### src/flk_pkg.sv
// shared constants, types and state layout of the flash key-lock sequencer
package flk_pkg;

	// ****************************************
	// key codes and control bits
	// ****************************************
	localparam logic [7:0]  KEY_FIRST_CODE  = 8'ha5;
	localparam logic [7:0]  KEY_SECOND_CODE = 8'hf1;
	localparam int          CTL_WE_BIT      = 0;
	localparam int          CTL_EE_BIT      = 1;

	// ****************************************
	// memory geometry
	// ****************************************
	localparam int          NVM_AW          = 14;
	localparam int          XD_AW           = 16;
	localparam int          DW              = 8;
	localparam logic [15:0] USER_LAST_ADDR  = 16'h3dff;
	localparam logic [13:0] PAGE_MASK       = 14'h3e00;
	localparam logic [7:0]  ERASED_BYTE     = 8'hff;

	// ****************************************
	// timing
	// ****************************************
	localparam int          CLK_PERIOD_NS   = 40;
	localparam int          WRITE_TIME_NS   = 55000;
	localparam int          ERASE_TIME_MS   = 15;
	localparam int          WRITE_CYC       = WRITE_TIME_NS / CLK_PERIOD_NS;
	localparam int          ERASE_CYC       = (ERASE_TIME_MS * 1000000) / CLK_PERIOD_NS;
	localparam int          TMR_W           = 20;

	// ****************************************
	// state machines
	// ****************************************
	typedef enum logic [3:0] {
		KEY_IDLE   = 4'h1,
		KEY_SEEN   = 4'h2,
		KEY_ARMED  = 4'h4,
		KEY_LOCKED = 4'h8
	} flk_key_e;

	typedef enum logic [2:0] {
		OP_IDLE  = 3'h1,
		OP_FETCH = 3'h2,
		OP_RUN   = 3'h4
	} flk_op_e;

	typedef struct packed {
		flk_key_e          key;
		flk_op_e           op;
		logic              program_store_write_enable;
		logic              program_store_erase_enable;
		logic              isErase;
		logic              swOp;
		logic [NVM_AW-1:0] addr;
		logic [DW-1:0]     data;
		logic              nvmRd;
		logic              nvmPgm;
		logic              nvmErs;
		logic [DW-1:0]     nvmWd;
		logic              stall;
		logic              ramWr;
		logic              ramRd;
		logic [XD_AW-1:0]  ramAddr;
		logic [DW-1:0]     ramWd;
		logic              codePend;
		logic              codeVld;
		logic [DW-1:0]     codeData;
		logic              errRst;
		logic              errFlag;
		logic              tmrStart;
		logic [TMR_W-1:0]  tmrLoad;
	} flk_state_s;

	typedef struct packed {
		logic             busy;
		logic [TMR_W-1:0] cnt;
		logic             done;
	} flk_tmr_s;

endpackage : flk_pkg

### src/flk_tmr_if.sv
// carrier between the sequencer and its operation timer
`timescale 1ns/10ps
interface flk_tmr_if;
	import flk_pkg::*;
	logic             start;
	logic [TMR_W-1:0] load;
	logic             done;

	modport ctrl  (output start, output load, input done);
	modport timer (input start, input load, output done);
endinterface : flk_tmr_if

### src/flk_timer.sv
// self-timing counter for program and erase operations
`timescale 1ns/10ps
module flk_timer
	import flk_pkg::*;
(
	// clock and reset
	input wire logic clk_sys,
	input wire logic rstn,
	// control carrier
	flk_tmr_if.timer t
);

	flk_tmr_s st_r;
	flk_tmr_s st_nxt;

	// ****************************************
	// countdown
	// ****************************************
	always_comb begin
		st_nxt      = st_r;
		st_nxt.done = 1'b0;
		if (t.start) begin
			st_nxt.busy = 1'b1;
			st_nxt.cnt  = t.load;
		end else if (st_r.busy) begin
			if (st_r.cnt <= TMR_W'(1)) begin
				st_nxt.busy = 1'b0;
				st_nxt.done = 1'b1;
				st_nxt.cnt  = '0;
			end else begin
				st_nxt.cnt = st_r.cnt - TMR_W'(1);
			end
		end
	end

	always_ff @(posedge clk_sys) begin
		if (!rstn) begin
			st_r <= '0;
		end else begin
			st_r <= st_nxt;
		end
	end

	assign t.done = st_r.done;

endmodule : flk_timer

### src/flk_ctrl.sv
// flash program/erase sequencer with key lock, top module
`timescale 1ns/10ps
module flk_ctrl
	import flk_pkg::*;
#(
	parameter int ERASE_CYCLES = ERASE_CYC
)
(
	// clock and reset
	input  wire logic              clk_sys,
	input  wire logic              rstn,
	// processor special registers
	input  wire logic              keyWr,
	input  wire logic [DW-1:0]     keyData,
	input  wire logic              ctlWr,
	input  wire logic [DW-1:0]     ctlData,
	output      logic [1:0]        ctlState,
	// processor external-data moves
	input  wire logic              xdWr,
	input  wire logic              xdRd,
	input  wire logic [XD_AW-1:0]  xdAddr,
	input  wire logic [DW-1:0]     xdWrData,
	// processor code-space reads
	input  wire logic              codeRd,
	input  wire logic [XD_AW-1:0]  codeAddr,
	output      logic              codeRdValid,
	output      logic [DW-1:0]     codeRdData,
	output      logic              cpuStall,
	// two-wire debug port operations
	input  wire logic              dbgProg,
	input  wire logic              dbgErase,
	input  wire logic [XD_AW-1:0]  dbgAddr,
	input  wire logic [DW-1:0]     dbgData,
	// supply monitor status
	input  wire logic              supMonOn,
	input  wire logic              supMonRstSel,
	// error reset
	input  wire logic              errFlagClr,
	output      logic              memErrRst,
	output      logic              memErrFlag,
	// data RAM port
	output      logic              ramWrEn,
	output      logic              ramRdEn,
	output      logic [XD_AW-1:0]  ramAddr,
	output      logic [DW-1:0]     ramWrData,
	// flash array port
	output      logic              nvmRdEn,
	output      logic              nvmProgram,
	output      logic              nvmErase,
	output      logic [NVM_AW-1:0] nvmAddr,
	output      logic [DW-1:0]     nvmWrData,
	input  wire logic [DW-1:0]     nvmRdData,
	// key status
	output      logic              keyLocked
);

	flk_state_s st_r;
	flk_state_s st_nxt;
	flk_tmr_if  tmr ();

	logic swAddrBad;
	logic codeAddrBad;
	logic dbgAddrBad;
	logic supplyBad;
	logic swFlashWr;
	logic opIdle;

	// ****************************************
	// operation timer
	// ****************************************
	flk_timer u_timer (
		.clk_sys (clk_sys),
		.rstn    (rstn),
		.t       (tmr)
	);

	assign tmr.start = st_r.tmrStart;
	assign tmr.load  = st_r.tmrLoad;

	// ****************************************
	// request qualification
	// ****************************************
	assign swAddrBad   = (xdAddr > USER_LAST_ADDR);
	assign codeAddrBad = (codeAddr > USER_LAST_ADDR);
	assign dbgAddrBad  = (dbgAddr > USER_LAST_ADDR);
	assign supplyBad   = !supMonOn || !supMonRstSel;
	assign swFlashWr   = xdWr && st_r.program_store_write_enable;
	assign opIdle      = (st_r.op == OP_IDLE);

	// ****************************************
	// next state
	// ****************************************
	always_comb begin
		st_nxt          = st_r;
		st_nxt.ramWr    = 1'b0;
		st_nxt.ramRd    = 1'b0;
		st_nxt.nvmRd    = 1'b0;
		st_nxt.codeVld  = 1'b0;
		st_nxt.codePend = 1'b0;
		st_nxt.errRst   = 1'b0;
		st_nxt.tmrStart = 1'b0;

		// control register, held until software rewrites it
		if (ctlWr && opIdle) begin
			st_nxt.program_store_write_enable = ctlData[CTL_WE_BIT];
			st_nxt.program_store_erase_enable = ctlData[CTL_EE_BIT];
		end

		// key sequence, order and value only
		if (keyWr && opIdle) begin
			case (st_r.key)
				KEY_IDLE: begin
					st_nxt.key = (keyData == KEY_FIRST_CODE) ? KEY_SEEN : KEY_LOCKED;
				end
				KEY_SEEN: begin
					st_nxt.key = (keyData == KEY_SECOND_CODE) ? KEY_ARMED : KEY_LOCKED;
				end
				KEY_ARMED: begin
					st_nxt.key = KEY_LOCKED;
				end
				KEY_LOCKED: begin
					st_nxt.key = KEY_LOCKED;
				end
				default: begin
					st_nxt.key = KEY_LOCKED;
				end
			endcase
		end

		// data RAM path: reads when idle, writes when idle and not redirected
		if (xdRd && opIdle) begin
			st_nxt.ramRd   = 1'b1;
			st_nxt.ramAddr = xdAddr;
		end
		if (xdWr && !st_r.program_store_write_enable && opIdle) begin
			st_nxt.ramWr   = 1'b1;
			st_nxt.ramAddr = xdAddr;
			st_nxt.ramWd   = xdWrData;
		end

		case (st_r.op)
			OP_IDLE: begin
				if (swFlashWr) begin
					if (swAddrBad || supplyBad) begin
						st_nxt.errRst = 1'b1;
					end else if (st_r.key == KEY_ARMED) begin
						st_nxt.op      = OP_FETCH;
						st_nxt.swOp    = 1'b1;
						st_nxt.isErase = st_r.program_store_erase_enable;
						st_nxt.addr    = xdAddr[NVM_AW-1:0];
						st_nxt.data    = xdWrData;
						st_nxt.nvmRd   = 1'b1;
						st_nxt.stall   = 1'b1;
					end else if (st_r.key != KEY_LOCKED) begin
						st_nxt.key = KEY_LOCKED;
					end
				end else if ((dbgProg || dbgErase) && !dbgAddrBad) begin
					st_nxt.op      = OP_FETCH;
					st_nxt.swOp    = 1'b0;
					st_nxt.isErase = dbgErase;
					st_nxt.addr    = dbgAddr[NVM_AW-1:0];
					st_nxt.data    = dbgData;
					st_nxt.nvmRd   = 1'b1;
					st_nxt.stall   = 1'b1;
				end else if (codeRd) begin
					if (codeAddrBad) begin
						st_nxt.errRst = 1'b1;
					end else begin
						st_nxt.nvmRd    = 1'b1;
						st_nxt.addr     = codeAddr[NVM_AW-1:0];
						st_nxt.codePend = 1'b1;
					end
				end
				if (st_r.codePend) begin
					st_nxt.codeVld  = 1'b1;
					st_nxt.codeData = nvmRdData;
				end
			end
			OP_FETCH: begin
				st_nxt.op       = OP_RUN;
				st_nxt.tmrStart = 1'b1;
				if (st_r.isErase) begin
					st_nxt.nvmErs  = 1'b1;
					st_nxt.addr    = st_r.addr & PAGE_MASK;
					st_nxt.nvmWd   = ERASED_BYTE;
					st_nxt.tmrLoad = TMR_W'(ERASE_CYCLES);
				end else begin
					st_nxt.nvmPgm  = 1'b1;
					st_nxt.nvmWd   = st_r.data & nvmRdData;
					st_nxt.tmrLoad = TMR_W'(WRITE_CYC);
				end
			end
			OP_RUN: begin
				if (tmr.done) begin
					st_nxt.op     = OP_IDLE;
					st_nxt.nvmPgm = 1'b0;
					st_nxt.nvmErs = 1'b0;
					st_nxt.stall  = 1'b0;
					if (st_r.swOp && st_r.key == KEY_ARMED) begin
						st_nxt.key = KEY_IDLE;
					end
				end
			end
			default: begin
				st_nxt.op = OP_IDLE;
			end
		endcase

		// error flag, set wins over clear
		if (errFlagClr) begin
			st_nxt.errFlag = 1'b0;
		end
		if (st_nxt.errRst) begin
			st_nxt.errFlag = 1'b1;
		end
	end

	// ****************************************
	// state register
	// ****************************************
	always_ff @(posedge clk_sys) begin
		if (!rstn) begin
			st_r     <= '0;
			st_r.key <= KEY_IDLE;
			st_r.op  <= OP_IDLE;
		end else begin
			st_r <= st_nxt;
		end
	end

	// ****************************************
	// outputs
	// ****************************************
	assign ctlState    = {st_r.program_store_erase_enable, st_r.program_store_write_enable};
	assign codeRdValid = st_r.codeVld;
	assign codeRdData  = st_r.codeData;
	assign cpuStall    = st_r.stall;
	assign memErrRst   = st_r.errRst;
	assign memErrFlag  = st_r.errFlag;
	assign ramWrEn     = st_r.ramWr;
	assign ramRdEn     = st_r.ramRd;
	assign ramAddr     = st_r.ramAddr;
	assign ramWrData   = st_r.ramWd;
	assign nvmRdEn     = st_r.nvmRd;
	assign nvmProgram  = st_r.nvmPgm;
	assign nvmErase    = st_r.nvmErs;
	assign nvmAddr     = st_r.addr;
	assign nvmWrData   = st_r.nvmWd;
	assign keyLocked   = st_r.key[3];

	// ****************************************
	// assertions
	// ****************************************
	property p_prog_and;
		@(posedge clk_sys) disable iff (!rstn)
		(st_r.op == OP_FETCH && !st_r.isErase) |=>
			(nvmProgram && nvmWrData == ($past(nvmRdData) & $past(st_r.data)));
	endproperty
	a_prog_and: assert property (p_prog_and) else $error("program value not ANDed");

	property p_erase_page;
		@(posedge clk_sys) disable iff (!rstn)
		$rose(nvmErase) |-> (nvmAddr == (nvmAddr & PAGE_MASK)) && nvmWrData == ERASED_BYTE;
	endproperty
	a_erase_page: assert property (p_erase_page) else $error("erase not page aligned");

	property p_stall;
		@(posedge clk_sys) disable iff (!rstn)
		(st_r.op != OP_IDLE) |-> cpuStall;
	endproperty
	a_stall: assert property (p_stall) else $error("stall missing during operation");

	property p_lock_sticky;
		@(posedge clk_sys) disable iff (!rstn)
		keyLocked |=> keyLocked [*3];
	endproperty
	a_lock_sticky: assert property (p_lock_sticky) else $error("lock released");

	property p_early_attempt;
		@(posedge clk_sys) disable iff (!rstn)
		(swFlashWr && opIdle && !swAddrBad && !supplyBad &&
		 (st_r.key == KEY_IDLE || st_r.key == KEY_SEEN)) |=> keyLocked && !nvmRdEn;
	endproperty
	a_early_attempt: assert property (p_early_attempt) else $error("early attempt not locked");

	property p_relock;
		@(posedge clk_sys) disable iff (!rstn)
		(st_r.op == OP_RUN && tmr.done && st_r.swOp) |=> st_r.key != KEY_ARMED && !cpuStall;
	endproperty
	a_relock: assert property (p_relock) else $error("not relocked after operation");

	property p_key_pair;
		@(posedge clk_sys) disable iff (!rstn)
		(st_r.key == KEY_SEEN && keyWr && opIdle && keyData == KEY_SECOND_CODE) |=>
			st_r.key == KEY_ARMED;
	endproperty
	a_key_pair: assert property (p_key_pair) else $error("second key not accepted");

	property p_ram_write;
		@(posedge clk_sys) disable iff (!rstn)
		(xdWr && !st_r.program_store_write_enable && opIdle) |=> ramWrEn && ramAddr == $past(xdAddr);
	endproperty
	a_ram_write: assert property (p_ram_write) else $error("ram write lost");

	property p_ram_read;
		@(posedge clk_sys) disable iff (!rstn)
		(xdRd && opIdle) |=> ramRdEn && !nvmProgram && !nvmErase;
	endproperty
	a_ram_read: assert property (p_ram_read) else $error("external read not to ram");

	property p_bad_addr;
		@(posedge clk_sys) disable iff (!rstn)
		(swFlashWr && opIdle && swAddrBad) |=> memErrRst && memErrFlag;
	endproperty
	a_bad_addr: assert property (p_bad_addr) else $error("no error reset on bad address");

	property p_erase_enables;
		@(posedge clk_sys) disable iff (!rstn)
		(swFlashWr && opIdle && st_r.key == KEY_ARMED && !swAddrBad && !supplyBad) |=>
			(st_r.isErase == $past(st_r.program_store_erase_enable)) ##1 (nvmErase == st_r.isErase);
	endproperty
	a_erase_enables: assert property (p_erase_enables) else $error("erase enable ignored");

	// program length counter, checked when the strobe drops
	localparam int PGM_MIN_CYC = 40000 / CLK_PERIOD_NS;
	localparam int PGM_MAX_CYC = 70000 / CLK_PERIOD_NS;

	logic [TMR_W-1:0] pgmLen_r;

	always_ff @(posedge clk_sys) begin
		if (!rstn) begin
			pgmLen_r <= '0;
		end else if (nvmProgram) begin
			pgmLen_r <= pgmLen_r + TMR_W'(1);
		end else begin
			pgmLen_r <= '0;
		end
	end

	property p_prog_time;
		@(posedge clk_sys) disable iff (!rstn)
		$fell(nvmProgram) |-> (pgmLen_r >= TMR_W'(PGM_MIN_CYC)) &&
			(pgmLen_r <= TMR_W'(PGM_MAX_CYC));
	endproperty
	a_prog_time: assert property (p_prog_time) else $error("program time out of range");

endmodule : flk_ctrl

### config.mk
export PLATFORM = sky130hd
export DESIGN_NAME = flk_ctrl
export DESIGN_NICKNAME = d
export VERILOG_FILES = /design/src/flk_pkg.sv /design/src/flk_tmr_if.sv /design/src/flk_timer.sv /design/src/flk_ctrl.sv
export SDC_FILE = /design/constraint.sdc
export NUM_CORES = 1
export LEC_CHECK = 0
export BUFFER_PORTS_ARGS = -buffer_cell sky130_fd_sc_hd__buf_4
export CORE_MARGIN = 5
export CORE_UTILIZATION = 46
export CTS_CLUSTER_DIAMETER = 50
export DETAILED_ROUTE_END_ITERATION = 10
export HOLD_SLACK_MARGIN = 0.12
export PLACE_DENSITY = 0.76
export SLEW_MARGIN = 40
export SYNTH_ARGS = -nofsm -noshare
export SYNTH_HDL_FRONTEND = slang
export SYNTH_SLANG_ARGS = --single-unit
### constraint.sdc
create_clock -name clk_sys -period 1.96 [get_ports clk_sys]
set_input_delay 0.294 -clock clk_sys [delete_from_list [all_inputs] [get_ports clk_sys]]
set_output_delay 0.294 -clock clk_sys [all_outputs]
set_load 0.1 [all_outputs]
## After elaboration in Yosys (flattened, before gate mapping)

Index checks and enable logic that the tools add are counted.

- Bits in registers: 126
- Output and inout bits: 66

- Multiplexer cells: 58
- Reductions and logical operators: 34
- $lt $le $gt $ge: 4
- $add $sub $neg: 1
- Equality and inequality tests: 20
- Bitwise gates (word level): 5

Operator list:

| kind | number |
|---|---|
| 25-bit 2-to-1 mux | 3 |
| 16-bit by 14-bit > comparator with 1-bit output, second input constant | 3 |
| 14-bit 2-to-1 mux | 3 |
| 21-bit 2-to-1 mux | 2 |
| 4-bit 2-to-1 mux | 7 |
| 14-bit case mux with 2 select lines | 1 |
| 24-bit 2-to-1 mux | 1 |
| 22-bit 2-to-1 mux | 1 |
| 1-bit 2-to-1 mux | 21 |
| 20-bit by 1-bit <= comparator with 1-bit output, second input constant | 1 |
| 20-bit 2-to-1 mux | 1 |
| 20-bit by 1-bit subtractor with 20-bit output, second input constant | 1 |
| 19-bit 2-to-1 mux | 1 |
| 9-bit 2-to-1 mux | 2 |
| 17-bit 2-to-1 mux | 1 |
| 8-bit equality test, second input constant | 2 |
| 8-bit 2-to-1 mux | 2 |
| 4-bit case mux with 2 select lines | 2 |
| 7-bit 2-to-1 mux | 2 |
| 2-bit nonzero test | 7 |
| 6-bit AND reduction | 2 |
| 3-bit 2-to-1 mux | 3 |
| 3-bit case mux with 3 select lines | 1 |
| 8-bit AND | 1 |
| 27 further kinds | 51 |

## Logic depth before layout (Yosys ltp)

- Depth in word-level cells: 9
- Depth in mapped cells: 8
- Gate-level depth less buffers: 7

## By module

Synthesis repeated with hierarchy kept, for this count alone.

- Cell total of the unflattened synthesis: 643
- Area total of the unflattened synthesis: 5,559.1 um^2

By module, submodules not included:

| module | instances | seq. area each (um^2) | area each (um^2) | cells each |
|---|---|---|---|---|
| flk_ctrl | 1 | 1,741.7 | 4,140.2 | 475 |
| flk_timer | 1 | 440.4 | 1,418.9 | 168 |

## Worst setup path after synthesis

OpenSTA, ideal clock, no wires.

- Path type: flip-flop to flip-flop
- From: register st_r (netlist bit keyLocked)
- To: register st_r (netlist bit nvmAddr[0])
- Buffers on the path: 2
- Stages on the path, launching flop included: 7
- Arrival: 2,293 ps
- Library setup time: 73 ps
- Setup slack: -406 ps
- Path through: dfxtp_1 or4b_2 clkbuf_1 nor2_1 buf_2 a22oi_1 o2bb2ai_1

- Word-level cells in the longest chain between the ends: 3

RTL lines:

| element | line | RTL |
|---|---|---|
| start: declaration | flk_ctrl.sv:57 | `flk_state_s st_r;` |
| start signal: assignment | flk_ctrl.sv:227 | `st_r <= st_nxt;` |
| 4-bit by 3-bit equality test with 1-bit output | flk_ctrl.sv:146 | `end else if (st_r.key == KEY_ARMED) begin` |
| 3-bit by 2-bit inequality test with 1-bit output (no line) | n/a |  |
| 6-bit AND reduction (no line) | n/a |  |

No other way between the ends.
A chain may end at the register's enable or synchronous reset.

## Worst setup path in the final report

- From: register u_timer.st_r[4] (netlist name)
- To: register u_timer.st_r[20] (netlist name)

- Word-level cells in the longest chain between the ends: 4
- Elaborated cells between the ends (all ways): 5

RTL lines:

| element | line | RTL |
|---|---|---|
| start: declaration | flk_timer.sv:13 | `flk_tmr_s st_r;` |
| start signal: assignment | flk_timer.sv:40 | `st_r <= st_nxt;` |
| 20-bit by 1-bit subtractor with 20-bit output or 20-bit by 1-bit <= comparator with 1-bit output (tied branches) | flk_timer.sv:31, flk_timer.sv:26 |  |
| 20-bit 2-to-1 mux * | flk_timer.sv:26 | `if (st_r.cnt <= TMR_W'(1)) begin` |
| 22-bit 2-to-1 mux * | flk_timer.sv:25 | `end else if (st_r.busy) begin` |
| 21-bit 2-to-1 mux * | flk_timer.sv:22 | `if (t.start) begin` |

Every way passes the cells marked *; elsewhere a longest branch is shown, timed or not. The select of a mux whose other input is x is not followed.

==> flow_summary_export.csv <==
group,metric,value,unit
status,status,"finished, violations left",
status,failed_checks,"negative setup slack",
sta,final.setup.tns,-0.760,ns
routing,routed_wl,16.1,mm
synthesis,synth.area.top_cells,"dfxtp_1 (41%), buf_4 (7.9%), nand2_1 (6.5%), a21oi_1 (5.8%), a22oi_1 (3.2%)",
routing,vias,5357,
sta,relSlewSlack,52.2,%
die,io_pins,166,
global_routing,antenna_found_initial,0,
pwr,power_density,780,mW/mm^2
synthesis,netlist.top_cell.by_area,"dfxtp_1",
worst_setup_path,path_buf_inv,1,
layout,final_cell_mix,"buf_4 (215), dfxtp_1 (104), nand2_1 (91), a21oi_1 (61), nor2_1 (41)",
worst_setup_path,cpPeakStageDelay,0.55,ns
sta,post-route-period-util,106,%
routing,drcViolationCount,0,
worst_setup_path,crit_top_cell,"or4_4",
place,place_area,0.00660,sq mm
worst_setup_path,crit_required,2.21,ns
cts,cts_tree,"yes",
layout,num_antenna_cells,0,
worst_setup_path,arrival,2.32,ns
cts,htree_levels,3,
synthesis,ys_async_sr_fraction,0,%
worst_setup_path,cp_max_fo,5,
synthesis,synth_cell_types,68,
sta,finClkSkew,0.00809,ns
worst_setup_path,setup.worst_path.end_class,"flip-flop",
place,io_buffers,159,
sta,finalWorstSetupSlack,-0.110,ns
synthesis,syn_area,0.00533,sq mm
layout,drive_gt1_share,35.8,%
sta,setup_viol,15,
worst_setup_path,cpMaxStageDelayCell,"or4_4",
synthesis,synth.avg_cell_area,8.35,sq um
global_routing,grt_start_max_net_pins,37,
layout,utilization,61.5,%
synthesis,yosys_warnings,0,
routing,wl_per_cell,17.3,um
synthesis,ys_seq_elements,109,
run,maxCapViolations,0,
place,globalplace.congestion,0.887,
sta,slew_viol_final,0,
global_routing,grt_usage,22.2,%
cts,clk_latency,0.35,ns
worst_setup_path,cp_top_family,"simple AND/OR/NAND/NOR gates",
pwr,p_leak,0.00292,uW
routing,post_drt_via_cell_ratio,5.77,
worst_setup_path,cp-start-kind,"flip-flop",
pwr,ir_worst_vdd,0.000647,V
sta,max_freq,483,MHz
routing,drt_first_pass_iters,5,
cts,cts_num_sinks,109,
layout,syn_to_final_growth,31.1,%
layout,fillers,966,
die,dieArea,0.0138,sq mm
worst_setup_path,crit_type,"flip-flop to flip-flop",
cts,numCtsBuffers,9,
layout,final_area,0.00699,sq mm
routing,ant_nets,0,
sta,whs,0.192,ns
sta,rsz0062_at_grt,"true",
layout,fin_nets,882,
die,row_count,39,
die,start_util,46.9,%
cts,root_buffer,"clkbuf_16",
global_routing,grt_pass1_wl,25.9,mm
global_routing,grt_pass1_vias,5201,
synthesis,synth_cells,638,
synthesis,synth_ff_type,"dfxtp_1",
die,die_x,118,um
hold_path,hold_class,"input port to flip-flop",
global_routing,overflow,0,
sta,hold_viol,0,
synthesis,synth_top_area_share,40.9,%
synthesis,synthesis.nets,740,
synthesis,synth_edf_count,0,
layout,mostFrequentLayoutCell,"buf_4",
cts,cts_hold_buf,0,
routing,drtIter0Drc,681,
place,hpwl,12.0,mm
synthesis,seq_area_frac_synth,40.9,%
sta,layout_min_cycle_time,2.07,ns
sta,worstMarginPinSlew,0.717,ns
cts,path_clk_slew,0.08,ns
die,die_y,118,um
die,core_area,0.0114,sq mm
cts,cts_buffer_depth,2,
worst_setup_path,path_cells,"or4_4 > or4_4 > o21ai_4 > buf_12 > a21oi_2 > o221a_1",
[tightest hold or removal path: cells and delay by family]
family | cells | cell delay (ns)
AND/OR/NAND/NOR | 1 | 0.05
AO/OA/AOI/OAI | 1 | 0.05
buffers and inverters | 1 | 0.11
[what timing repair did]
action / CTS / global route
pin swaps: 4 / 2
resized for setup: 1 / 11
cloned: 0 / 0
setup endpoints to repair: 16 / 44
setup buffers: 5 / 0
[flip-flops by register name, indices dropped and copies added, names as in the netlist]
signal          cells
nvmWrData           8
u_timer.t.done      1
memErrFlag          1
ramRdEn             1
ramWrData           8
nvmAddr            14
codeRdValid         1
st_r               17
memErrRst           1
tmr.start           1
tmr.load            3
nvmProgram          1
u_timer.st_r       21
nvmRdEn             1
cpuStall            1
codeRdData          8
ctlState            2
ramWrEn             1
nvmErase            1
keyLocked           1
ramAddr            16
[synthesized netlist by cell type, types with 4 or more instances]
cell       instances
nand4_1            8
o21ai_0            9
nor3_1            21
mux2_2            10
a22oi_1           23
nand3_1           20
a21oi_1           62
dfxtp_1          109
o211ai_1           5
inv_1             12
nand2_1           92
nor3b_1            4
nor4_1             6
or3_1              6
buf_4             56
a211oi_1          13
clkbuf_1          22
a31oi_1           18
o2bb2ai_1         18
and3_1             7
nor2_1            42
[where the power goes]
part | total [uW] | internal [uW] | switching, uW
Combinational | 1310 | 380 | 932
Sequential | 2360 | 2310 | 56.7
Clock | 1770 | 887 | 884
[area by class of cell]
class,instances,area [sq um],share of cell area (%)
Clock buffer,10,229,3.28
Clock inverter,6,52.6,0.752
Inverter,12,45.0,0.645
Multi-Input combinational cell,430,2620,37.4
Sequential cell,109,2190,31.4
Tap cell,143,179,2.56
Timing Repair Buffer,218,1670,24.0
[kinds of logic (layout without fill, tap and decap cells)]
kind of cell	after synthesis	in the layout	share of synthesized area, %
AO/OA/AOI/OAI	180	180	23.1
XOR/XNOR	4	4	0.657
adder cells (fa/ha/maj)	2	2	0.469
buffers and inverters	99	246	11.3
flip-flops	109	109	40.9
multiplexers	11	11	2.30
AND/OR/NAND/NOR	233	233	21.2
[worst paths after layout]
kind	to	startpoint	slack [ns]	cells past startpoint
worst max-delay path	u_timer.st_r[20]$_SDFFE_PN0P_	u_timer.st_r[4]$_SDFFE_PN0P_	-0.11	6
worst min-delay path	ramAddr[14]$_SDFFE_PN0P_	xdAddr[14]	0.19	3
worst max register to register	u_timer.st_r[20]$_SDFFE_PN0P_	u_timer.st_r[4]$_SDFFE_PN0P_	-0.11	6
worst min register to register	codeRdData[0]$_SDFFE_PN0P_	codeRdData[0]$_SDFFE_PN0P_	0.46	2
[metal layers]
layer | global-route usage [%] | part of all wire [%]
met2 | 37.2 | 48
met5 | 0 | 0
met4 | 7.03 | 2.2
met1 | 27.0 | 39
met3 | 7.30 | 11
[stage by stage]
stage	setup slack [ns]	power (uW)	std cells
5_1_grt	-0.166	5660	928
4_1_cts	-0.123	5470	928
3_5_place_dp	-0.179	3720	907
2_1_floorplan	-0.0503	3380	638
6_report	-0.110	5450	928
3_3_place_gp	-0.133	3700	907
(Power assumes the default switching activity.)
